[src/logic/brc_pkg.sv]
// Shared constants for the bus request / cycle steal link.
// Assumes one 125 MHz clock shared by both ends.
package brc_pkg;
	localparam int unsigned MCYC_NS          = 1000;
	localparam int unsigned CLK_NS           = 8;
	// Machine cycle length in clocks, rounded down
	localparam int unsigned MCYC_CLKS        = (MCYC_NS / CLK_NS < 1) ? 1 : MCYC_NS / CLK_NS;
	localparam logic [7:0]  MCYC_LAST        = 8'(MCYC_CLKS - 1);
	localparam logic [3:0]  STEAL_PERIOD     = 4'he;
	localparam logic [3:0]  IDLE_CLEAR       = 4'h3;
	localparam logic [3:0]  IDLE_SAFE        = 4'h4;
	localparam logic [3:0]  LOW_DELAY_MIN    = 4'h6;
	localparam logic [3:0]  LOW_DELAY_MAX    = 4'hd;
	localparam logic [3:0]  BURST_MAX        = 4'he;

	typedef enum logic [1:0] {
		BRC_CPU  = 2'b00,
		BRC_WAIT = 2'b01,
		BRC_DMA  = 2'b10,
		BRC_DEAD = 2'b11
	} brc_state_type;
endpackage : brc_pkg

[src/logic/brc_if.sv]
// Link between processor-side arbiter and DMA master.
// Request is active low; grant pins are plain levels.
`timescale 1ns/1ps
interface brc_if;
	logic dma_bus_request_n;
	logic bus_available;
	logic bus_state;
	logic mcyc_end;

	modport cpu (input dma_bus_request_n, output bus_available, output bus_state,
		output mcyc_end);
	modport master (output dma_bus_request_n, input bus_available, input bus_state,
		input mcyc_end);
endinterface : brc_if

[src/logic/brc_cpu_arb.sv]
// Processor-side arbiter for the combined DMA / bus request input.
// Assumes the master is on the same clock but its request is resynchronised anyway.
// Grants and cycle strobe come straight from flops.
// Functional notes
// RQ1: sample request at every machine cycle end
// RQ2: low request gives DMA, grants high
// RQ3: extra clock delay after 6-13 low/3 high
// RQ4: steal counter cleared after 3 idle cycles
// RQ5: master keeps request high 4 cycles
// RQ6: reclaim bus every 14 DMA cycles
// RQ7: halt-burst limited to 14 transfers
// RQ8: master stops when bus-available falls
// RQ9: longer bursts use the halt input; the master has no halt input and clamps longer counts to 14
// RQ10: release grants, then one dead cycle
`timescale 1ns/1ps
module brc_cpu_arb
	import brc_pkg::*;
(
	input  wire logic clk,
	input  wire logic srst,
	brc_if.cpu        link,
	output logic      dma_active,
	output logic      steal_active
);
	import brc_pkg::*;

	function automatic logic [3:0] sat_inc(input logic [3:0] v);
		sat_inc = (v == 4'hf) ? v : v + 4'h1;
	endfunction : sat_inc

	logic          req_s1_q, req_s2_q;
	logic [7:0]    div_q, div_d;
	logic          mend;
	brc_state_type st_q, st_d;
	logic [3:0]    low_q, low_d, high_q, high_d, steal_q, steal_d;
	logic          ba_q, ba_d, steal_q2, steal_d2;
	logic          mend_q;
	logic          reclaim;

	// Two-flop synchroniser
	always_ff @(posedge clk)
	begin
		if (srst)
		begin
			req_s1_q <= 1'b1;
			req_s2_q <= 1'b1;
		end
		else
		begin
			req_s1_q <= link.dma_bus_request_n;
			req_s2_q <= req_s1_q;
		end
	end

	// Machine cycle divider
	always_comb
	begin
		div_d = mend ? 8'h00 : div_q + 8'h01;
	end
	assign mend = (div_q == MCYC_LAST);

	always_ff @(posedge clk)
	begin
		if (srst)
		begin
			div_q  <= 8'h00;
			mend_q <= 1'b0;
		end
		else
		begin
			div_q  <= div_d;
			mend_q <= mend;
		end
	end

	// RQ6: reverse steal due now
	assign reclaim = mend && (st_q == BRC_DMA) && !req_s2_q
		&& (sat_inc(steal_q) >= STEAL_PERIOD);

	// Request history and steal count
	always_comb
	begin
		low_d   = low_q;
		high_d  = high_q;
		steal_d = steal_q;
		if (mend)
		begin
			// RQ1: machine cycle sample
			if (!req_s2_q)
			begin
				low_d  = sat_inc(low_q);
				high_d = 4'h0;
			end
			else
			begin
				high_d = sat_inc(high_q);
				low_d  = 4'h0;
			end
			// RQ6: count DMA cycles
			if (reclaim)
				steal_d = 4'h0;
			else if (st_q == BRC_DMA)
				steal_d = sat_inc(steal_q);
			// RQ4: idle clears counter
			else if (req_s2_q && sat_inc(high_q) >= IDLE_CLEAR)
				steal_d = 4'h0;
		end
	end

	// Counter registers
	always_ff @(posedge clk)
	begin
		if (srst)
		begin
			low_q   <= 4'h0;
			high_q  <= 4'hf;
			steal_q <= 4'h0;
		end
		else
		begin
			low_q   <= low_d;
			high_q  <= high_d;
			steal_q <= steal_d;
		end
	end

	// Arbitration state and grant
	always_comb
	begin
		st_d     = st_q;
		ba_d     = ba_q;
		steal_d2 = steal_q2;
		// RQ1: decide at cycle end
		if (mend)
		begin
			case (st_q)
				BRC_CPU:
				begin
					steal_d2 = 1'b0;
					if (!req_s2_q)
					begin
						// RQ3: delayed grant cases
						if ((low_q >= LOW_DELAY_MIN && low_q <= LOW_DELAY_MAX)
							|| high_q == IDLE_CLEAR)
							st_d = BRC_WAIT;
						else
						begin
							// RQ2: grant bus
							st_d = BRC_DMA;
							ba_d = 1'b1;
						end
					end
				end
				BRC_DMA:
				begin
					// RQ6: periodic reverse steal
					if (reclaim)
					begin
						st_d     = BRC_DEAD;
						ba_d     = 1'b0;
						steal_d2 = 1'b1;
					end
					// RQ10: release then dead cycle
					else if (req_s2_q)
					begin
						st_d = BRC_DEAD;
						ba_d = 1'b0;
					end
				end
				BRC_DEAD:
					st_d = BRC_CPU;
				default:
					st_d = BRC_CPU;
			endcase
		end
		else if (st_q == BRC_WAIT && div_q == 8'h00)
		begin
			// RQ3: one clock late
			st_d = BRC_DMA;
			ba_d = 1'b1;
		end
	end

	// State registers
	always_ff @(posedge clk)
	begin
		if (srst)
		begin
			st_q     <= BRC_CPU;
			ba_q     <= 1'b0;
			steal_q2 <= 1'b0;
		end
		else
		begin
			st_q     <= st_d;
			ba_q     <= ba_d;
			steal_q2 <= steal_d2;
		end
	end

	// Both grant pins follow one flop
	assign link.bus_available = ba_q;
	assign link.bus_state     = ba_q;
	assign link.mcyc_end      = mend_q;
	assign dma_active         = ba_q;
	assign steal_active       = steal_q2;
endmodule : brc_cpu_arb

[src/flat_wrapper.sv]
// flat-port wrapper written by rule: the top's interface ports become plain ports
module brc_cpu_arb_flat import brc_pkg::*;
  (clk, srst, dma_active, steal_active, link_dma_bus_request_n, link_bus_available, link_bus_state, link_mcyc_end);
  brc_if link_i ();
  input  wire logic clk;
  input  wire logic srst;
  output logic dma_active;
  output logic steal_active;
  input wire logic [$bits(link_i.dma_bus_request_n)-1:0] link_dma_bus_request_n;
  output wire logic [$bits(link_i.bus_available)-1:0] link_bus_available;
  output wire logic [$bits(link_i.bus_state)-1:0] link_bus_state;
  output wire logic [$bits(link_i.mcyc_end)-1:0] link_mcyc_end;
  assign link_i.dma_bus_request_n = link_dma_bus_request_n;
  assign link_bus_available = link_i.bus_available;
  assign link_bus_state = link_i.bus_state;
  assign link_mcyc_end = link_i.mcyc_end;
  brc_cpu_arb u_core (.clk(clk), .srst(srst), .link(link_i), .dma_active(dma_active), .steal_active(steal_active));
endmodule
[config.mk]
export PLATFORM = sky130hd
export DESIGN_NAME = brc_cpu_arb_flat
export DESIGN_NICKNAME = d
export VERILOG_FILES = /design/src/logic/brc_pkg.sv /design/src/logic/brc_if.sv /design/src/logic/brc_cpu_arb.sv /design/src/flat_wrapper.sv
export SDC_FILE = /design/constraint.sdc
export NUM_CORES = 1
export LEC_CHECK = 0
export ABC_AREA = 0
export BUFFER_PORTS_ARGS = -buffer_cell sky130_fd_sc_hd__buf_4
export CAP_MARGIN = 40
export CORE_ASPECT_RATIO = 1.5
export CORE_MARGIN = 4
export CORE_UTILIZATION = 35
export DETAILED_ROUTE_END_ITERATION = 12
export MAX_ROUTING_LAYER = met4
export PLACE_DENSITY_LB_ADDON = 0.25
export SLEW_MARGIN = 30
export SYNTH_ARGS = -nofsm -noshare
export SYNTH_HDL_FRONTEND = slang
export SYNTH_SLANG_ARGS = --single-unit
[constraint.sdc]
create_clock -name clk -period 4.4 [get_ports clk]
set_clock_uncertainty 0.1 [all_clocks]
set_input_delay 0.88 -clock clk [delete_from_list [all_inputs] [get_ports clk]]
set_output_delay 0.88 -clock clk [all_outputs]
set_load 0.1 [all_outputs]
==> metrics.md, run 1 <==
| Metric | Value |
|---|---|
| Max Fclk | `439.3 MHz` |
| Final RePlAce weighted congestion | `0.7811` |
| Least-Margin Pin Slew | `0.5883 ns` |
| CTS tree | `yes` |
| Reg2reg start | `u_core.div_q[0]$_SDFF_PP0_` |
| Vias in the first global route | `1263` |
| Drt via density | `5.684` |
| Largest net degree at the start of global routing | `27` |
| Initial antenna violation count | `0` |
| Sequential cell area fraction in the yosys report | `36.18%` |
| Global route total overflow | `0` |
| Sw Share | `21.99%` |
| H-tree depth | `1` |
| Setup CP Type | `reg2reg` |
| Pwr dens | `261.7 nW/um2` |
| Setup TNS | `0 ns` |
| Core Region | `4029 um2` |
| FF-to-FF End | `u_core.steal_q[0]$_SDFFE_PP0P_` |
| Status | `finished clean` |
| First-pass GRT wire length | `5437 um` |
| Total GRT Usage | `13.33%` |
| Syn Nets | `190` |
| CP Max Fanout | `16` |
| Yosys cell types | `47` |
| Non-filler cells, final | `225` |
| Die ar. | `5399 um2` |
| I/O pin count | `8` |
| Placed Cells | `221` |
| Worst EP arrival | `2.34 ns` |
| Int Power | `319.5 uW` |
| Asr flop ratio synth | `0%` |
| Placed wire-length estimate | `2291 um` |
| Worst slack at placement | `2.144 ns` |
| Die Width | `61.35 um` |
| Startpoint Class | `flop` |
| Count leader, synth | `dfxtp_1` |
| Setup slack, reg-to-reg | `2.12 ns` |
| Initial drt markers | `32` |
| Maximum vdd drop | `0.1843 mV` |
| CTS root buffer | `clkbuf_8` |
| Worst endpoint required time | `4.46 ns` |
| Worst setup margin | `2.124 ns` |
| Most common library cells after synthesis | `dfxtp_1 (27), nor2_1 (15), nand2_1 (14)` |
| # diodes | `0` |
| Hold Path Class | `reg2reg` |
| Post-CTS setup repair buffer count | `0` |
| Antenna Violating Nets Remaining | `0` |
| Post-CTS sizing | `0` |
| Die H | `88.02 um` |
| Gate power share | `4.2%` |
| Worst-path cell chain | `inv_1 -> ha_1 -> and2b_2 -> and3_1 -> o31a_1 -> a21boi_0 -> o21ai_0` |
| PortBufs | `7` |
| Slowest-stage cell, CP | `and3_1` |
| Origin of the worst setup path | `u_core.div_q[0]$_SDFF_PP0_` |
| Endpoints failing hold | `0` |
| Max-cap violations | `0` |
| Yosys reg bits | `27` |
| # fillers | `412` |
| Wirelength per Cell | `13.99 um` |
| Total clock buffers created by CTS | `3` |
| CTS sink count | `27` |
| DRC violations left | `0` |
| Row count | `28` |
| Skew-Pair Late Insertion Delay | `0.27 ns` |
| Synth area leader | `dfxtp_1` |
| Number of flops mapped to enable cells by yosys | `0` |
| Final WL | `3147 um` |
| Net Switching | `90.06 uW` |
| Crit path time final | `2.276 ns` |
| Worst-path clk slew | `0.09 ns` |
| Via count | `1279` |
| Layout area overhead | `4.774%` |
| Leak pwr | `0.5579 nW` |
| Final Setup Violations | `0` |
| Cells after synthesis | `179` |
| RSZ-0062 raised after global routing | `false` |
| Initial Util | `37.08%` |
| Part of the power in registers | `61.5%` |
| Worst R2R Path Depth | `7` |
| CP max stage delay | `0.54 ns` |
| Main flop type after synthesis | `dfxtp_1` |
| CTS Buffer Depth | `2` |
| Synth area leaders | `dfxtp_1 (36%), ha_1 (6.7%), a21oi_1 (4.4%)` |
| Top cell type's share of synthesized area | `36.18%` |
| Drt first pass iters | `4` |
| Critical Path End Type | `flop` |
| Setup crit end | `u_core.steal_q[0]$_SDFFE_PP0P_` |
| Hold_buf cts | `0` |
| Share of post-route cells with drive strength above 1 | `8.333%` |
| Final nets | `192` |
| Final slew viol count | `0` |
| Ys Warns | `0` |
| Slew headroom | `60.78%` |
| Fin crit share | `51.74%` |
| Post-Syn Area | `1494 um2` |
| Clock power frac | `34.2%` |
| Mapped Avg Cell Area | `8.346 um2` |
worst min-delay path by stage:
stage / startpoint / end / slack, ns / cells past startpoint
after floorplan: u_core.req_s1_q$_SDFF_PP1_ / u_core.req_s2_q$_SDFF_PP1_ / 0.29 / 1
after global placement: u_core.req_s1_q$_SDFF_PP1_ / u_core.req_s2_q$_SDFF_PP1_ / 0.29 / 1
after detailed placement: u_core.req_s1_q$_SDFF_PP1_ / u_core.req_s2_q$_SDFF_PP1_ / 0.29 / 1
after CTS: u_core.req_s1_q$_SDFF_PP1_ / u_core.req_s2_q$_SDFF_PP1_ / 0.32 / 1
after global routing: u_core.req_s1_q$_SDFF_PP1_ / u_core.req_s2_q$_SDFF_PP1_ / 0.34 / 1
final: u_core.req_s1_q$_SDFF_PP1_ / u_core.req_s2_q$_SDFF_PP1_ / 0.31 / 1
power groups by stage:
stage	Clock, mW	Sequential, mW	Combinational, mW
finish	0.140	0.252	0.0174
global route	0.154	0.253	0.0200
global placement	0	0.257	0.0173
floorplan	0	0.256	0.0164
CTS	0.149	0.252	0.0177
detailed placement	0	0.258	0.0176
state kept, by name, indices dropped and copies added (netlist names):
| signal | count |
|---|---|
| u_core.div_q | 8 |
| u_core.high_q | 4 |
| u_core.low_q | 4 |
| u_core.steal_q | 4 |
| u_core.st_q | 2 |
| u_core.dma_active | 1 |
| u_core.link.mcyc_end | 1 |
| u_core.req_s1_q | 1 |
| u_core.req_s2_q | 1 |
| u_core.steal_active | 1 |
area by class of cell:
| class | count | area [um2] | share of cell area [%] |
|---|---|---|---|
| Multi-Input combinational cell | 132 | 833.3 | 53.24 |
| Sequential cell | 27 | 540.5 | 34.53 |
| Tap cell | 45 | 56.30 | 3.597 |
| Timing Repair Buffer | 7 | 52.55 | 3.357 |
| Clock buffer | 4 | 45.04 | 2.878 |
| Inverter | 10 | 37.54 | 2.398 |
through the flow:
stage	power [mW]	instance area [um2]	util (%)	hold slack [ns]
global placement	0.2746	1520	37.73	0.2918
floorplan	0.2721	1494	-	0.2895
finish	0.4096	1565	38.85	0.3149
CTS	0.4185	1565	38.85	0.3180
global route	0.4271	1565	38.85	0.3429
detailed placement	0.2752	1520	37.73	0.2941
cells in the final DEF (no fill, tap or decap), drive strengths merged, types with 2 or more instances in the layout:
master	count
a211o	2
a211oi	4
a21boi	3
a21oi	13
a31oi	3
and3	3
and4	2
buf	7
clkbuf	4
dfxtp	27
ha	8
inv	10
nand2	14
nand2b	2
nand3	10
nand3b	2
nor2	15
nor2b	2
nor3	6
o21ai	13
o31a	2
o31ai	2
o32ai	2
or2	2
or4	3
xnor2	2
xor2	2
cell families (layout without fill, tap and decap cells):
| kind of cell | after synthesis | in the layout | share of synthesized area (%) |
|---|---|---|---|
| mux | 1 | 1 | 0.6700 |
| compound gates | 53 | 53 | 23.28 |
| fa+ha+maj | 8 | 8 | 6.700 |
| simple gates | 66 | 66 | 22.78 |
| flops | 27 | 27 | 36.18 |
| xor+xnor | 4 | 4 | 2.345 |
| buf+inv | 20 | 21 | 8.040 |
metal layers:
| layer | vias up | global-route usage (%) | share of wire (%) |
|---|---|---|---|
| met5 | - | - | 0 |
| met4 | 0 | 4.826 | 1.4 |
| met3 | 4 | 1.917 | 2.0 |
| met2 | 14 | 24.28 | 52 |
| met1 | 615 | 14.02 | 44 |
| li1 | 646 | - | - |
critical path, delay by kind of cell (launching register included):
kind	cells	cell delay, ns
AO/OA/AOI/OAI	3	0.78
flip-flops	1	0.36
buffers and inverters	1	0.07
AND/OR/NAND/NOR	2	0.71
adder cells (fa/ha/maj)	1	0.15
No activity file was read; power rests on OpenSTA's default activity.
==> run 2, diff against run 1 <==
Clock period 4.4 ns to 1.8 ns, I/O delays scaled along.
==> run 2 against run 1 <==
The run now ends with setup timing left. Sequential share of layout area down 5.7 points. Fmax up 10%. Power up 150%. Design area up 22%. Via count up 11%. Core utilization up 8.6 points. Die area unchanged. Highest routed layer unchanged. Sequential power up 140%. Global-route usage up 0.75 points. Clock-buffer cell count unchanged. Combinational power rose to 3.5 times the previous value. Critical path depth down 1. Critical endpoint is now u_core.dma_active$_SDFFE_PP0P_.
==> metrics.md, run 2 (same netlist as run 1, synthesis figures left out) <==
| Metric | Value |
|---|---|
| Status | `finished with violations` |
| Violated checks | `setup timing` |
| Row count | `28 (unchanged)` |
| # diodes | `0 (unchanged)` |
| CP delay by family, top | `simple AND/OR/NAND/NOR gates` |
| Reg with most FFs | `u_core.div_q` |
| Non-filler cells, final | `256 (+14%)` |
| Worst setup margin | `-0.2643 ns (-2.388 ns)` |
| Final instance area | `1913 um2 (+22%)` |
| Met3 WL post-DR | `34 um (-47%)` |
| Skew-Pair Late Insertion Delay | `0.27 ns (about the same)` |
| Placement Cell Area | `1742 um2 (+15%)` |
| Global route total overflow | `0 (unchanged)` |
| CTS Buffer Depth | `2 (unchanged)` |
| Most frequent cells in the layout | `buf_4 (36), dfxtp_1 (18), nor2_1 (15), nand2_1 (14), a21oi_1 (12)` |
| CP Max Fanout | `2 (-14)` |
| Setup CP Type | `reg2reg` |
| Tot Pwr | `1.022 mW (+150%)` |
| Placed Cells | `250 (+13%)` |
| Maximum vdd drop | `0.3770 mV (+100%)` |
| Worst-path clk slew | `0.10 ns (about the same)` |
| Pwr dens | `534.1 nW/um2 (+100%)` |
| CTS sink count | `27 (unchanged)` |
| RSZ-0062 raised after global routing | `true` |
| PortBufs | `7 (unchanged)` |
| Crit path buf inv count | `0 (-1)` |
| Antenna Violating Nets Remaining | `0 (unchanged)` |
| I/O pin count | `8 (unchanged)` |
| Crit path time final | `2.064 ns (-0.2120 ns)` |
| Via count | `1422 (+11%)` |
| Drt first pass iters | `4 (unchanged)` |
| Total GRT Usage | `14.07% (+0.75 points)` |
| Critical Path End Type | `flop` |
| Multi-input logic area | `929.6 um2 (+12%)` |
| Fin util | `47.48% (+8.6 points)` |
| Slew headroom | `77.89% (+17 points)` |
| Fin crit share | `114.7% (+63 points)` |
| Drt via density | `5.555 (-2.3%)` |
| Metal2 WL | `1862 um (+14%)` |
| Hold Path Class | `in2reg` |
| Slowest-stage cell, CP | `or4_4` |
| Routed metal-1 wirelength | `1542 um (+10%)` |
| Die H | `88.02 um (unchanged)` |
| Initial Util | `37.08% (unchanged)` |
| Worst EP arrival | `2.16 ns (-0.18 ns)` |
| Layout area overhead | `28.06%` |
| Final RePlAce weighted congestion | `0.8303 (+6.3%)` |
| Vias in the first global route | `1459 (+16%)` |
| Commonest non-fill, non-tap cell in the layout | `buf_4` |
| Final WL | `3473 um (+10%)` |
| Worst-path cell chain | `or4_4 -> or4_4 -> a21boi_2 -> a21boi_2 -> o41ai_2 -> o31ai_1` |
| Core Region | `4029 um2 (unchanged)` |
| CTS root buffer | `clkbuf_8` |
| Endpoints failing hold | `0 (unchanged)` |
| Final slew viol count | `0 (unchanged)` |
| H-tree depth | `1 (unchanged)` |
| CTS tree | `yes` |
| Leak pwr | `0.7300 nW (+31%)` |
| Final nets | `223 (+16%)` |
| Initial drt markers | `43 (+34%)` |
| First-pass GRT wire length | `5802 um (+6.7%)` |
| CP max stage delay | `0.52 ns (-0.02 ns)` |
| Register area | `551.8 um2 (+2.1%)` |
| # fillers | `389 (-5.6%)` |
| Placed wire-length estimate | `2466 um (+7.6%)` |
| Worst slack at placement | `-0.2467 ns (-2.391 ns)` |
| Max-cap violations | `0 (unchanged)` |
| Total clock buffers created by CTS | `3 (unchanged)` |
| Initial antenna violation count | `0 (unchanged)` |
| Die Width | `61.35 um (unchanged)` |
| Wirelength per Cell | `13.57 um (-3.0%)` |
| Startpoint Class | `flop` |
| Max reg flops | `8 (unchanged)` |
| Least-Margin Pin Slew | `0.3280 ns (-0.2603 ns)` |
| Highest Signal Layer | `met4` |
| Die ar. | `5399 um2 (unchanged)` |
| Largest net degree at the start of global routing | `27 (unchanged)` |
| Final Setup Violations | `4 (+4)` |
| Share of post-route cells with drive strength above 1 | `33.65% (+25 points)` |
| Max Fclk | `484.4 MHz (+10%)` |
| Worst endpoint required time | `1.89 ns (-2.57 ns)` |
| DRC violations left | `0 (unchanged)` |
==> run 2: changes by cell type in the layout (fill, tap and decap cells not counted), sizes merged <==
cell / before / now
buf: 7 / 38
==> run 2: what timing repair did <==
| action | in CTS | in global routing |
|---|---|---|
| pin swaps | 6 | 2 |
| hold buffers | 0 | 0 |
| setup endpoints to repair | 8 | 8 |
| buffers inserted | 2 | 2 |
| gates resized for setup | 23 | 12 |
| cloned | 0 | 0 |
==> run 2: layout make-up <==
class                      instances  share of cell area, %
sequential                        27                  28.84
multi-input combinational        132                  48.59
inverter                          10                  1.962
timing repair buffer              38                  15.30
tap                               45                  2.943
clock buffer                       4                  2.354
==> run 2: per-stage QoR <==
stage | setup TNS, ns | hold WS [ns]
2_1_floorplan | -0.4143 | 0.2895
3_5_place_dp | -1.030 | 0.2938
3_3_place_gp | -0.7291 | 0.2909
5_1_grt | -1.279 | 0.1518
6_report | -0.5041 | 0.1628
4_1_cts | -0.4481 | 0.1592
==> run 2: path summary, 6_finish.rpt <==
check	start	slack, ns	depth (start not counted)	endpoint
worst max-delay path	u_core.div_q[2]$_SDFF_PP0_	-0.26	6	u_core.dma_active$_SDFFE_PP0P_
worst min-delay path	link_dma_bus_request_n	0.16	2	u_core.req_s1_q$_SDFF_PP1_
worst max register to register	u_core.div_q[2]$_SDFF_PP0_	-0.26	6	u_core.dma_active$_SDFFE_PP0P_
worst min register to register	u_core.req_s1_q$_SDFF_PP1_	0.32	1	u_core.req_s2_q$_SDFF_PP1_
==> run 2: report_power, final <==
part	internal (mW)	switching, mW
Combinational	0.0272	0.0333
Sequential	0.605	0.00441
Clock	0.159	0.194
Total	0.791	0.231
==> run 2: routing by layer <==
layer | vias to the layer above | GRT usage, %
met4 | 0 | 6.178
li1 | 710 | -
met5 | - | -
met2 | 6 | 25.63
met3 | 4 | 1.770
met1 | 702 | 14.46
==> run 2: worst register-to-register path, stage by stage (launching register included) <==
cell,delay [ns]
dfxtp_2,0.33
or4_4,0.52
or4_4,0.42
a21boi_2,0.15
a21boi_2,0.18
o41ai_2,0.10
o31ai_1,0.19
